<file path="config.mk">
export PLATFORM = sky130hd
export DESIGN_NAME = cpu_bus_decode_control
export DESIGN_NICKNAME = d
export VERILOG_FILES = /design/src/include/cpu_bus_pkg.sv /design/src/rtl/cpu_bus_decode_control.sv
export VERILOG_INCLUDE_DIRS = /design/src /design/src/include
export SDC_FILE = /design/constraint.sdc
export NUM_CORES = 1
export LEC_CHECK = 0
export ABC_AREA = 0
export BUFFER_PORTS_ARGS = -buffer_cell sky130_fd_sc_hd__buf_2
export CAP_MARGIN = 20
export CORE_MARGIN = 5
export CORE_UTILIZATION = 45
export CTS_CLUSTER_DIAMETER = 40
export DETAILED_ROUTE_END_ITERATION = 6
export PLACE_DENSITY = 0.75
export SKIP_LAST_GASP = 1
export SLEW_MARGIN = 10
export SYNTH_ARGS = -nofsm -noshare
export SYNTH_HDL_FRONTEND = slang
export SYNTH_SLANG_ARGS = --single-unit
export TNS_END_PERCENT = 30
</file>
<file path="constraint.sdc">
create_clock -name clock -period 2.84 [get_ports clock]
set_input_delay 0.142 -clock clock [delete_from_list [all_inputs] [get_ports clock]]
set_output_delay 0.142 -clock clock [all_outputs]
set_load 0.02 [all_outputs]
</file>
<file path="src/include/cpu_bus_defines.svh">
// Numeric constants for the processor bus decode and control block.
`ifndef CPU_BUS_DEFINES_SVH
`define CPU_BUS_DEFINES_SVH
`define SYS_CLK_HZ        40000000
`define CPU_CLK_HZ        8000000
`define WAIT_STATES       3
`define RESET_HOLD_TICKS  17
`define STATUS_HALT_ACK   2'h0
`define STATUS_READ       2'h1
`define STATUS_WRITE      2'h2
`define STATUS_IDLE       2'h3
`define MEM_DRAM_LOW      4'h0
`define MEM_DRAM_HIGH     4'h1
`define MEM_VIDEO         4'h2
`define MEM_POLL          4'h3
`define MEM_UNUSED_A      4'h4
`define MEM_UNUSED_B      4'h5
`define MEM_BOOT_LOW      4'hE
`define MEM_BOOT_HIGH     4'hF
`define IO_DISPLAY_BLK    3'h0
`define IO_SERIAL_BLK     3'h1
`define IO_PARALLEL_BLK   3'h2
`define LED_RESET_VALUE   16'h0000
`endif

</file>
<file path="src/include/cpu_bus_pkg.sv">
// Types shared by the processor bus decode and control block.
package cpu_bus_pkg;

  typedef enum logic [1:0] {
    CYC_VECTOR_ACK = 2'h0,
    CYC_IO         = 2'h1,
    CYC_MEM        = 2'h2,
    CYC_FETCH      = 2'h3
  } cycle_kind_t;

  typedef enum logic [3:0] {
    ST_IDLE = 4'h1,
    ST_ADDR = 4'h2,
    ST_CMD  = 4'h4,
    ST_DONE = 4'h8
  } bus_state_t;

  typedef struct packed {
    logic [23:0] addr;
    logic        upper_byte_lane_enable_n;
    logic        mem_io_sel;
    logic        code_or_vector_ack;
    logic        cycle_status_1_n;
    logic        cycle_status_0_n;
  } cpu_status_t;

  typedef struct packed {
    logic mem_read_n;
    logic mem_write_n;
    logic io_read_n;
    logic io_write_n;
    logic vector_ack_n;
  } bus_cmd_t;

  typedef struct packed {
    logic dram_low_bank_sel_n;
    logic dram_high_bank_sel_n;
    logic video_memory_sel_n;
    logic vector_poll_sel_n;
    logic unused_region_a_sel_n;
    logic unused_region_b_sel_n;
    logic boot_memory_low_sel_n;
    logic boot_memory_high_sel_n;
    logic display_ctrl_sel_n;
    logic serial_keyboard_sel_n;
    logic parallel_adapter_sel_n;
  } chip_sel_t;

endpackage

</file>
<file path="src/rtl/cpu_bus_decode_control.sv">
// Processor bus control: clock, reset, hold, status decode, address decode and ready.
`timescale 1ns/1ps
`include "cpu_bus_defines.svh"

module cpu_bus_decode_control #(
  parameter int WAIT_STATES      = `WAIT_STATES,
  parameter int RESET_HOLD_TICKS = `RESET_HOLD_TICKS
) (
  // Clock and reset.
  input  wire logic                     clock,
  input  wire logic                     resetn,
  // Processor clock, reset and hold.
  output logic                          cpu_clk_tick,
  output logic                          cpu_reset,
  output logic                          hold_request,
  input  wire logic                     bus_release_ack,
  // Processor status and address.
  input  wire cpu_bus_pkg::cpu_status_t cpu_status,
  output logic                          ready_n,
  // Processor data bus.
  input  wire logic [15:0]              cpu_wdata,
  output logic [15:0]                   cpu_rdata,
  output logic                          cpu_rdata_oe,
  // Board pins.
  input  wire logic                     reset_button,
  input  wire logic                     run_test_selector,
  input  wire logic [3:0]               test_switch,
  output logic [15:0]                   status_led,
  // Interrupt vector source.
  input  wire logic [7:0]               irq_vector,
  // Buffered system bus.
  output logic                          addr_latch_en,
  output logic [23:0]                   sys_addr,
  output cpu_bus_pkg::bus_cmd_t         bus_cmd,
  output cpu_bus_pkg::chip_sel_t        chip_sel,
  output logic                          data_transceiver_enable,
  output logic                          data_direction,
  output logic                          byte_lane_low_en,
  output logic                          byte_lane_high_en,
  output logic [15:0]                   sys_wdata,
  input  wire logic [15:0]              sys_rdata
);
  import cpu_bus_pkg::*;

  // The ratio must be a whole number; a fractional ratio would skew the processor
  // clock enable and with it every timing count below.
  localparam int DIV_RATIO = `SYS_CLK_HZ / `CPU_CLK_HZ;

  // Lane enables from address bit 0 and the active-low high enable.
  function automatic logic [1:0] lane_decode(input logic a0, input logic bhe_n);
    lane_decode = {~bhe_n, ~a0};
  endfunction

  // Processor clock enable divided from the system clock.
  logic [7:0] div_cnt_r;
  logic       tick_r;

  always_ff @(posedge clock or negedge resetn)
    if (!resetn)
    begin
      div_cnt_r <= 8'h00;
      tick_r    <= 1'b0;
    end
    else if (div_cnt_r == 8'(DIV_RATIO - 1))
    begin
      div_cnt_r <= 8'h00;
      tick_r    <= 1'b1;
    end
    else
    begin
      div_cnt_r <= div_cnt_r + 8'h01;
      tick_r    <= 1'b0;
    end

  assign cpu_clk_tick = tick_r;

  // Two-stage synchronisers for the board pins.
  logic [5:0] pin_meta_r;
  logic [5:0] pin_sync_r;

  always_ff @(posedge clock or negedge resetn)
    if (!resetn)
    begin
      pin_meta_r <= 6'h01;
      pin_sync_r <= 6'h01;
    end
    else
    begin
      pin_meta_r <= {test_switch, run_test_selector, reset_button};
      pin_sync_r <= pin_meta_r;
    end

  wire       reset_req  = pin_sync_r[0];
  wire       test_mode  = pin_sync_r[1];
  wire [3:0] switch_now = pin_sync_r[5:2];

  // Processor reset, stretched past the minimum and moved on processor clock edges.
  // A press of the reset button restarts the count, so a bouncing button still
  // yields one clean release.
  logic [7:0] rst_cnt_r;
  logic       cpu_reset_r;
  logic       hold_r;

  always_ff @(posedge clock or negedge resetn)
    if (!resetn)
    begin
      rst_cnt_r   <= 8'h00;
      cpu_reset_r <= 1'b1;
      hold_r      <= 1'b0;
    end
    else if (tick_r)
    begin
      hold_r <= test_mode;
      if (reset_req)
      begin
        rst_cnt_r   <= 8'h00;
        cpu_reset_r <= 1'b1;
      end
      else if (rst_cnt_r != 8'(RESET_HOLD_TICKS))
      begin
        rst_cnt_r   <= rst_cnt_r + 8'h01;
        cpu_reset_r <= 1'b1;
      end
      else
        cpu_reset_r <= 1'b0;
    end

  assign cpu_reset    = cpu_reset_r;
  assign hold_request = hold_r;

  // Status and cycle-type decode from the live processor lines.
  wire [1:0]  status_now = {cpu_status.cycle_status_1_n, cpu_status.cycle_status_0_n};
  wire        cycle_start = (status_now != `STATUS_IDLE) && !cpu_reset_r;
  wire [1:0]  kind_bits   = {cpu_status.mem_io_sel, cpu_status.code_or_vector_ack};

  // Bus cycle sequencer, stepped on processor clock enables.
  bus_state_t  state_r;
  cycle_kind_t kind_r;
  logic        is_read_r;
  logic        is_write_r;
  logic        ale_r;
  logic [23:0] addr_r;
  logic        bhe_n_r;
  logic [2:0]  wait_cnt_r;
  logic        ready_n_r;

  // Address and done states last one processor clock; the command state lasts until ready. Ready is registered so that the processor
  // sees it change on its own clock enable; processor reset alone can raise it in mid-period.
  wire in_cmd = (state_r == ST_CMD);
  wire idle   = (state_r == ST_IDLE);

  // Address decode from the latched address.
  // The latched copy keeps the selects steady for the whole cycle, even after the
  // processor has moved its status lines on.
  wire [3:0] mem_region = addr_r[19:16];
  wire [2:0] io_block   = addr_r[15:13];
  wire       io_upper_zero = (addr_r[23:16] == 8'h00);
  wire       mem_cyc = !idle && ((kind_r == CYC_MEM) || (kind_r == CYC_FETCH));
  wire       io_cyc  = !idle && (kind_r == CYC_IO) && io_upper_zero;
  wire       ack_cyc = !idle && (kind_r == CYC_VECTOR_ACK);

  wire sel_dram_lo  = mem_cyc && (mem_region == `MEM_DRAM_LOW);
  wire sel_dram_hi  = mem_cyc && (mem_region == `MEM_DRAM_HIGH);
  wire sel_video    = mem_cyc && (mem_region == `MEM_VIDEO);
  wire sel_poll     = (mem_cyc && (mem_region == `MEM_POLL)) || ack_cyc;
  wire sel_unused_a = mem_cyc && (mem_region == `MEM_UNUSED_A);
  wire sel_unused_b = mem_cyc && (mem_region == `MEM_UNUSED_B);
  wire sel_boot_lo  = mem_cyc && (mem_region == `MEM_BOOT_LOW);
  wire sel_boot_hi  = mem_cyc && (mem_region == `MEM_BOOT_HIGH);
  wire sel_display  = io_cyc && (io_block == `IO_DISPLAY_BLK);
  wire sel_serial   = io_cyc && (io_block == `IO_SERIAL_BLK);
  wire sel_parallel = io_cyc && (io_block == `IO_PARALLEL_BLK);

  // Fast targets answer at once; slow peripherals wait; unmapped never answers.
  // An unmapped access therefore holds the processor until the next reset.
  wire fast_target = sel_dram_lo | sel_dram_hi | sel_video | sel_poll
                   | sel_unused_a | sel_unused_b | sel_boot_lo | sel_boot_hi;
  wire slow_target = sel_display | sel_serial | sel_parallel;
  wire ready_now   = fast_target
                   | (slow_target && (wait_cnt_r == 3'(WAIT_STATES)));

  assign chip_sel = '{
    dram_low_bank_sel_n:    ~sel_dram_lo,
    dram_high_bank_sel_n:   ~sel_dram_hi,
    video_memory_sel_n:     ~sel_video,
    vector_poll_sel_n:      ~sel_poll,
    unused_region_a_sel_n:  ~sel_unused_a,
    unused_region_b_sel_n:  ~sel_unused_b,
    boot_memory_low_sel_n:  ~sel_boot_lo,
    boot_memory_high_sel_n: ~sel_boot_hi,
    display_ctrl_sel_n:     ~sel_display,
    serial_keyboard_sel_n:  ~sel_serial,
    parallel_adapter_sel_n: ~sel_parallel
  };

  always_ff @(posedge clock or negedge resetn)
    if (!resetn)
    begin
      state_r    <= ST_IDLE;
      kind_r     <= CYC_FETCH;
      is_read_r  <= 1'b0;
      is_write_r <= 1'b0;
      ale_r      <= 1'b0;
      addr_r     <= 24'hFFFFFF;
      bhe_n_r    <= 1'b1;
      wait_cnt_r <= 3'h0;
      ready_n_r  <= 1'b1;
    end
    else if (cpu_reset_r)
    begin
      state_r   <= ST_IDLE;
      ale_r     <= 1'b0;
      ready_n_r <= 1'b1;
    end
    else if (tick_r)
    begin
      unique case (state_r)
        ST_IDLE:
          if (cycle_start)
          begin
            state_r    <= ST_ADDR;
            ale_r      <= 1'b1;
            addr_r     <= cpu_status.addr;
            bhe_n_r    <= cpu_status.upper_byte_lane_enable_n;
            kind_r     <= cycle_kind_t'(kind_bits);
            is_read_r  <= (status_now == `STATUS_READ)
                        || (status_now == `STATUS_HALT_ACK && kind_bits == 2'h0);
            is_write_r <= (status_now == `STATUS_WRITE);
          end
        ST_ADDR:
        begin
          ale_r      <= 1'b0;
          wait_cnt_r <= 3'h0;
          state_r    <= (is_read_r || is_write_r) ? ST_CMD : ST_DONE;
        end
        ST_CMD:
          if (!ready_n_r)
          begin
            ready_n_r <= 1'b1;
            state_r   <= ST_DONE;
          end
          else
          begin
            ready_n_r <= ~ready_now;
            if (wait_cnt_r != 3'(WAIT_STATES))
              wait_cnt_r <= wait_cnt_r + 3'h1;
          end
        ST_DONE:
          state_r <= ST_IDLE;
      endcase
    end

  assign ready_n       = ready_n_r;
  assign addr_latch_en = ale_r;
  assign sys_addr      = addr_r;

  // Commands and transceiver control follow the active command phase.
  wire cmd_rd = in_cmd && is_read_r;
  wire cmd_wr = in_cmd && is_write_r;

  assign bus_cmd = '{
    mem_read_n:   ~(cmd_rd && mem_cyc),
    mem_write_n:  ~(cmd_wr && mem_cyc),
    io_read_n:    ~(cmd_rd && io_cyc),
    io_write_n:   ~(cmd_wr && io_cyc),
    vector_ack_n: ~(in_cmd && ack_cyc)
  };

  // The pod owns the processor pins while hold is acknowledged.
  wire drive_ok = !bus_release_ack;

  assign data_transceiver_enable = in_cmd && (is_read_r || is_write_r);
  assign data_direction          = in_cmd && is_write_r;
  assign cpu_rdata_oe            = cmd_rd && drive_ok;

  wire [1:0] lanes = lane_decode(addr_r[0], bhe_n_r);
  assign byte_lane_low_en  = !idle && lanes[0];
  assign byte_lane_high_en = !idle && lanes[1];

  // Data registers: read return, write forward, LED latch.
  wire vector_drive = !bus_cmd.vector_ack_n && cmd_rd && sel_poll;
  logic [15:0] rdata_r;
  logic [15:0] wdata_r;
  logic [15:0] led_r;

  always_ff @(posedge clock or negedge resetn)
    if (!resetn)
    begin
      rdata_r <= 16'h0000;
      wdata_r <= 16'h0000;
      led_r   <= `LED_RESET_VALUE;
    end
    else
    begin
      if (vector_drive)
        rdata_r <= {8'h00, irq_vector};
      else if (cmd_rd && sel_parallel)
        rdata_r <= {12'h000, switch_now};
      else if (cmd_rd)
        rdata_r <= sys_rdata;
      if (cmd_wr)
        wdata_r <= cpu_wdata;
      // LED bytes change only on processor clock enables, every enabled lane at once.
      if (cmd_wr && sel_parallel && tick_r)
      begin
        if (lanes[0])
          led_r[7:0] <= cpu_wdata[7:0];
        if (lanes[1])
          led_r[15:8] <= cpu_wdata[15:8];
      end
    end

  assign cpu_rdata  = rdata_r;
  assign sys_wdata  = wdata_r;
  assign status_led = led_r;

endmodule

</file>
==> results of run 1 <==
[sequential cells by signal, indices dropped and copies added (netlist names), 2 cells and up]
| register | flops |
|---|---|
| kind_r | 2 |
| cpu_rdata | 16 |
| rst_cnt_r | 8 |
| div_cnt_r | 8 |
| sys_addr | 24 |
| sys_wdata | 16 |
| status_led | 16 |
| wait_cnt_r | 3 |
| pin_sync_r | 6 |
| pin_meta_r | 6 |
| state_r | 4 |
[repair_timing]
| action | in CTS | in global routing |
|---|---|---|
| setup endpoints to repair | 1 | 1 |
| hold buffers | 61 | 0 |
| gates resized for setup | 1 | 0 |
| endpoints found under the hold margin | 115 | 0 |
| cloned | 0 | 0 |
[critical path, stage by stage, from the launching register on]
cell and delay, ns:
dfstp_2 0.54, or4b_2 0.61, or4_4 0.54, or2_2 0.38, buf_2 0.18
[kinds of logic (layout without fill, tap and decap cells)]
logic type,count (synthesis),in the layout,share of synthesized area
simple gates,118,118,0.1281
flops,117,117,0.5865
mux,68,68,0.1503
compound gates,57,57,0.08531
buf+inv,27,286,0.02275
xor+xnor,7,7,0.01212
fa+ha+maj,6,6,0.01484
[placed cells by master (no fill, tap or decap), drive strengths merged, types with 3 or more instances in the layout]
master / Yosys / layout
dlygate4sd3: 0 / 61
xnor2: 5 / 5
dfstp: 32 / 32
nor4: 4 / 4
o221ai: 4 / 4
clkinv: 0 / 3
a21o: 3 / 3
clkbuf: 15 / 23
nor2: 26 / 26
nor4b: 3 / 3
and3: 8 / 8
nand2b: 6 / 6
a21oi: 10 / 10
nor3: 9 / 9
bufinv: 0 / 4
or3: 7 / 7
nand3: 13 / 13
buf: 4 / 185
nand2: 28 / 28
a221o: 4 / 4
or2: 3 / 3
o21ai: 7 / 7
mux2i: 4 / 4
a22o: 8 / 8
inv: 8 / 8
o2bb2ai: 5 / 5
a32oi: 4 / 4
dfrtp: 85 / 85
mux2: 64 / 64
ha: 6 / 6
[area by class of cell]
type / count / area (um^2) / share of cell area
clock buffers: 23 / 488.0 / 0.06610
clock inverters: 9 / 150.1 / 0.02034
inverters: 8 / 30.03 / 0.004068
multi-input cells: 256 / 1987 / 0.2692
flip-flops and latches: 117 / 2968 / 0.4020
well taps: 140 / 175.2 / 0.02373
repair buffers: 246 / 1584 / 0.2146
[per-layer routing]
metal  vias to the layer above  GRT usage  part of all wire
li1                       1945          -                 -
met1                      2085     0.2526              0.38
met2                       172     0.3805              0.51
met3                        40    0.07885             0.072
met4                         0     0.1013             0.035
met5                         -          0                 0
[through the flow]
| step | cells | power (mW) | hold WS [ns] |
|---|---|---|---|
| 2_1_floorplan | 400 | 1.967 | -0.1536 |
| 3_3_place_gp | 705 | 2.115 | 0.2492 |
| 3_5_place_dp | 705 | 2.128 | 0.2488 |
| 4_1_cts | 798 | 4.482 | 0.01288 |
| 5_1_grt | 799 | 4.611 | 0.03057 |
| 6_report | 799 | 4.460 | 0.04341 |
[worst max path at each step]
stage | end | cells after the start
6_report | chip_sel[0] | 4
5_1_grt | chip_sel[0] | 4
4_1_cts | chip_sel[0] | 4
3_5_place_dp | status_led[1] | 5
3_3_place_gp | status_led[4] | 5
2_1_floorplan | status_led[0] | 5
[power by group through the flow]
stage	logic, mW	clock network (mW)	registers (mW)
floorplan	0.0982	0	1.87
global placement	0.271	0	1.84
detailed placement	0.278	0	1.85
CTS	0.346	2.31	1.82
global route	0.378	2.40	1.84
finish	0.345	2.29	1.83
==> flow_summary.yaml, run 1 <==
min_path:
  hold_path.class: "input pin to register"
  min_from: "cpu_status[3]"
  min_delay_path_depth: 2
  hold_end: "kind_r[1]"
routing:
  num_vias: 4242
  via_per_inst: 5.309
  final_antenna_net_count: 0
  detail_route.iter0.violations: 117
  drc: 0
  dr.pass1.iters: 4
  wirelength_um: 14410
  wl_per_cell_um: 18.04
cells_and_area:
  fin_util: 0.6751
  area_growth_pct: 45.90
  fill_cells: 790
  drive_gt1_frac: 0.4917
  fin_area_um2: 7382
  fin_nets: 730
  num_antenna_cells: 0
synth:
  yosysMostFrequentCell: "dfrtp_1"
  synth_area_um2: 5060
  synth_top_cell_by_area: "dfrtp_1"
  synthFlopType: "dfrtp_1"
  synthCells: 400
  ys_types: 51
  syn_avg_cell_area_um2: 12.65
  synth_commonest_cells: "dfrtp_1, mux2_2, dfstp_2"
  yosysSeqAreaShare: 0.5865
  async_flop_share: 1.000
  ys_ff_latch: 117
  synth_edf_count: 0
  synth.area.top_cells: "dfrtp_1, dfstp_2, mux2_2"
  syn-num-nets: 484
  synth_top_area_frac: 0.4204
  ys_warn_count: 0
placement:
  place_area_um2: 6096
  dp_hpwl_um: 9795
  place_worst_setup_slack_ns: 0.1876
  port_buffers: 175
  place.gp.congestion: 0.7911
status:
  outcome: "finished clean"
sta:
  tns_ns: 0
  rsz0062_at_grt: "yes"
  setup_viol: 0
  max_freq_mhz: 356.9
  finalClockSkew_ns: 0.01536
  tightest_slew_ns: 0.7795
  relSlewSlack: 0.4803
  finalHoldViolations: 0
  period_needed_ns: 2.802
  layout_setup_ws_ns: 0.03829
  finalCritPeriodShare: 0.9865
  drv_slew: 0
grt:
  antenna_found_initial: 0
  grt_pass1_vias: 4495
  grt.total_usage: 0.2235
  grt_max_degree: 62
  grt_pass1_wl_um: 23010
  overflow: 0
power_and_ir_drop:
  switching_share: 0.2174
  clockPowerShare: 0.513
  ir_drop_mv: 0.4972
  leakagePower_nw: 3.613
  power_frac_comb: 0.077
  seqPwrFrac: 0.409
  p_switching_uw: 969.8
  p_int_mw: 3.491
  power_density_nw_per_um2: 604.2
clock_tree:
  cts_inserted_buffers: 17
  clk_latency_ns: 0.41
  post_cts_buffers: 0
  cts-root-buf: "clkbuf_16"
  cts_max_level: 4
  clkTransAtPathRegs_ns: 0.05
  cts_sinks: 117
  cts_tree: "done"
  cts_buffer_depth: 2
critical_path:
  worstSetupStartpoint: "kind_r[0]"
  crit_arrival_ns: 2.66
  worstPathMaxFanout: 11
  worstRegToRegCells: 5
  crit_required_ns: 2.70
  start_kind: "register"
  cp-end-kind: "output port"
  r2r_end: "status_led[7]"
  r2r_setup_slack_ns: 0.14
  critPathKind: "register to output port"
  rr_startpoint: "kind_r[0]"
floorplanning:
  die_x_um: 116.0
  core_um2: 10940
  start_util: 0.4627
  die_h_um: 116.0
  ios: 176
  dieArea_um2: 13470
  rows: 38
flow_run:
  cap_violations: 0
Power figures use the tool's default switching activity.
==> run 2: changes to the inputs <==
ABC_AREA = 1   (was 0)
CORE_UTILIZATION = 46   (was 45)
PLACE_DENSITY = 0.76   (was 0.75)
clock period = 2.4 ns   (was 2.84 ns; I/O delays follow)
==> run 2 against run 1 <==
Clock skew shrank 0.0038 ns. Die area increased by 2.4%. Worst setup slack better by 0.071 ns. Area after synthesis increased by 4.9%. Register-to-register slack improved by 0.03 ns. Clock power is 15% higher. Critical path depth stayed put.
==> flow_summary.yaml, run 2 <==
synth:
  synth_edf_count: 0
  synth_area_um2: 5309
  synthFlopType: "dfrtp_1"
  yosysSeqAreaShare: 0.5590
  ys_warn_count: 0
  async_flop_share: 1.000
  synth_commonest_cells: "nand2_1, dfrtp_1, inv_1"
  syn_avg_cell_area_um2: 9.029
  ys_types: 42
  syn-num-nets: 672
  yosysMostFrequentCell: "nand2_1"
  synthCells: 588
  synth_top_cell_by_area: "dfrtp_1"
  synth_top_area_frac: 0.4007
  ys_ff_latch: 117
  synth.area.top_cells: "dfrtp_1, dfstp_2, nand2_1"
cells_and_area:
  multi_input_area_um2: 1982
  final_cell_mix: "nand2_1, buf_2, dfrtp_1"
  register_area_um2: 2968
  fin_util: 0.6700
  fill_cells: 856
  fin_nets: 922
  drive_gt1_frac: 0.3490
  area_growth_pct: 43.48
  final_common_cell: "nand2_1"
  num_antenna_cells: 0
  largest_register_ffs: 24
clock_tree:
  cts_sinks: 117
  cts-root-buf: "clkbuf_16"
  cts_inserted_buffers: 17
  clk_latency_ns: 0.41
  cts_buffer_depth: 2
  cts_max_level: 4
  clkTransAtPathRegs_ns: 0.06
  cts_tree: "done"
  post_cts_buffers: 0
floorplanning:
  die_h_um: 117.4
  core_um2: 11370
  ios: 176
  dieArea_um2: 13790
  die_x_um: 117.4
  start_util: 0.4669
  rows: 39
sta:
  tightest_slew_ns: 0.8033
  finalHoldViolations: 0
  max_freq_mhz: 436.6
  rsz0062_at_grt: "yes"
  period_needed_ns: 2.291
  setup_viol: 0
  finalCritPeriodShare: 0.9544
  relSlewSlack: 0.4596
  finalClockSkew_ns: 0.01159
  hold-worst-slack_ns: 0.01667
  tns_ns: 0
  drv_slew: 0
critical_path:
  r2r_end: "cpu_rdata[5]"
  worstRegToRegCells: 10
  cp-end-kind: "output port"
  crit_required_ns: 2.28
  rr_startpoint: "state_r[0]"
  worstSetupStartpoint: "kind_r[1]"
  worstPathMaxFanout: 6
  crit_arrival_ns: 2.17
  critPathKind: "register to output port"
  crit_end: "chip_sel[8]"
  start_kind: "register"
  r2r_setup_slack_ns: 0.17
grt:
  grt_pass1_vias: 5132
  grt_pass1_wl_um: 25380
  overflow: 0
  grt.total_usage: 0.2263
  grt_max_degree: 77
  antenna_found_initial: 0
min_path:
  hold_path.class: "input pin to register"
  min_delay_path_depth: 5
routing:
  wl_per_cell_um: 15.52
  wirelength_um: 15420
  detail_route.iter0.violations: 276
  via_per_inst: 5.046
  drc: 0
  num_vias: 5016
  dr.pass1.iters: 4
  final_antenna_net_count: 0
placement:
  dp_hpwl_um: 10370
  port_buffers: 175
  place.gp.congestion: 0.7851
power_and_ir_drop:
  ir_drop_mv: 0.5476
  leakagePower_nw: 3.837
  power_density_nw_per_um2: 650.8
flow_run:
  cap_violations: 0
status:
  outcome: "finished clean"
## run 2: cell types whose count changed after synthesis, sizes merged, moves of 11 or more
cell,before,now
nand2,28,196
mux2,64,0
inv,8,71
o21ai,7,56
nand3,13,38
nand4,0,15
nor2,26,37
## run 2: kinds of logic after synthesis
family,count (synthesis),share of synthesized area
flops,117,0.5590
simple gates,300,0.2633
buf+inv,87,0.06858
fa+ha+maj,6,0.01414
xor+xnor,7,0.01155
compound gates,70,0.08155
mux,1,0.001886
## run 2: worst min path at each step
stage                       start       endpoint  slack, ns
finish              irq_vector[1]   cpu_rdata[1]       0.02
global route         sys_rdata[0]   cpu_rdata[0]       0.01
CTS                 irq_vector[1]   cpu_rdata[1]      0.004
detailed placement         resetn   div_cnt_r[2]       0.14
global placement           resetn   div_cnt_r[0]       0.13
floorplan                  resetn  addr_latch_en      -0.18
## run 2: metrics by stage
stage | worst slack (ns) | total power [mW] | cell area (um^2) | instances
finish | 0.1094 | 4.957 | 7617 | 994
global route | -0.04430 | 5.133 | 7617 | 994
CTS | 0.07368 | 4.978 | 7612 | 994
detailed placement | 0.5024 | 2.280 | 6324 | 895
global placement | 0.5583 | 2.276 | 6324 | 895
floorplan | 0.7638 | 2.144 | 5309 | 588
## run 2: critical path, cell delays in order, from the launching register on
cell and delay, ns:
dfstp_2 0.58, inv_1 0.09, nor4_1 0.72, nand3_1 0.17, buf_2 0.21
## run 2: area by class of cell
type / count / share of cell area
multi-input cells: 384 / 0.2602
clock inverters: 15 / 0.02530
clock buffers: 17 / 0.05585
repair buffers: 247 / 0.2099
flip-flops and latches: 117 / 0.3896
well taps: 143 / 0.02349
inverters: 71 / 0.03564
## run 2: where the power goes
group | internal [mW] | switching (mW)
registers | 2.02 | 0.0253
logic | 0.146 | 0.142
clock network | 1.66 | 0.966
## run 2: layer usage
metal	global-route usage	routed length [um]	vias up
met5	0	0	-
met3	0.06304	929	33
li1	-	-	2380
met1	0.2734	6201	2403
met4	0.08557	415	0
met2	0.3837	7877	200
## run 2: timing repair
action | in CTS | in global routing
hold buffers | 67 | 0
gates resized for setup | 0 | 1
endpoints found under the setup margin | 0 | 5
endpoints found under the hold margin | 90 | 0
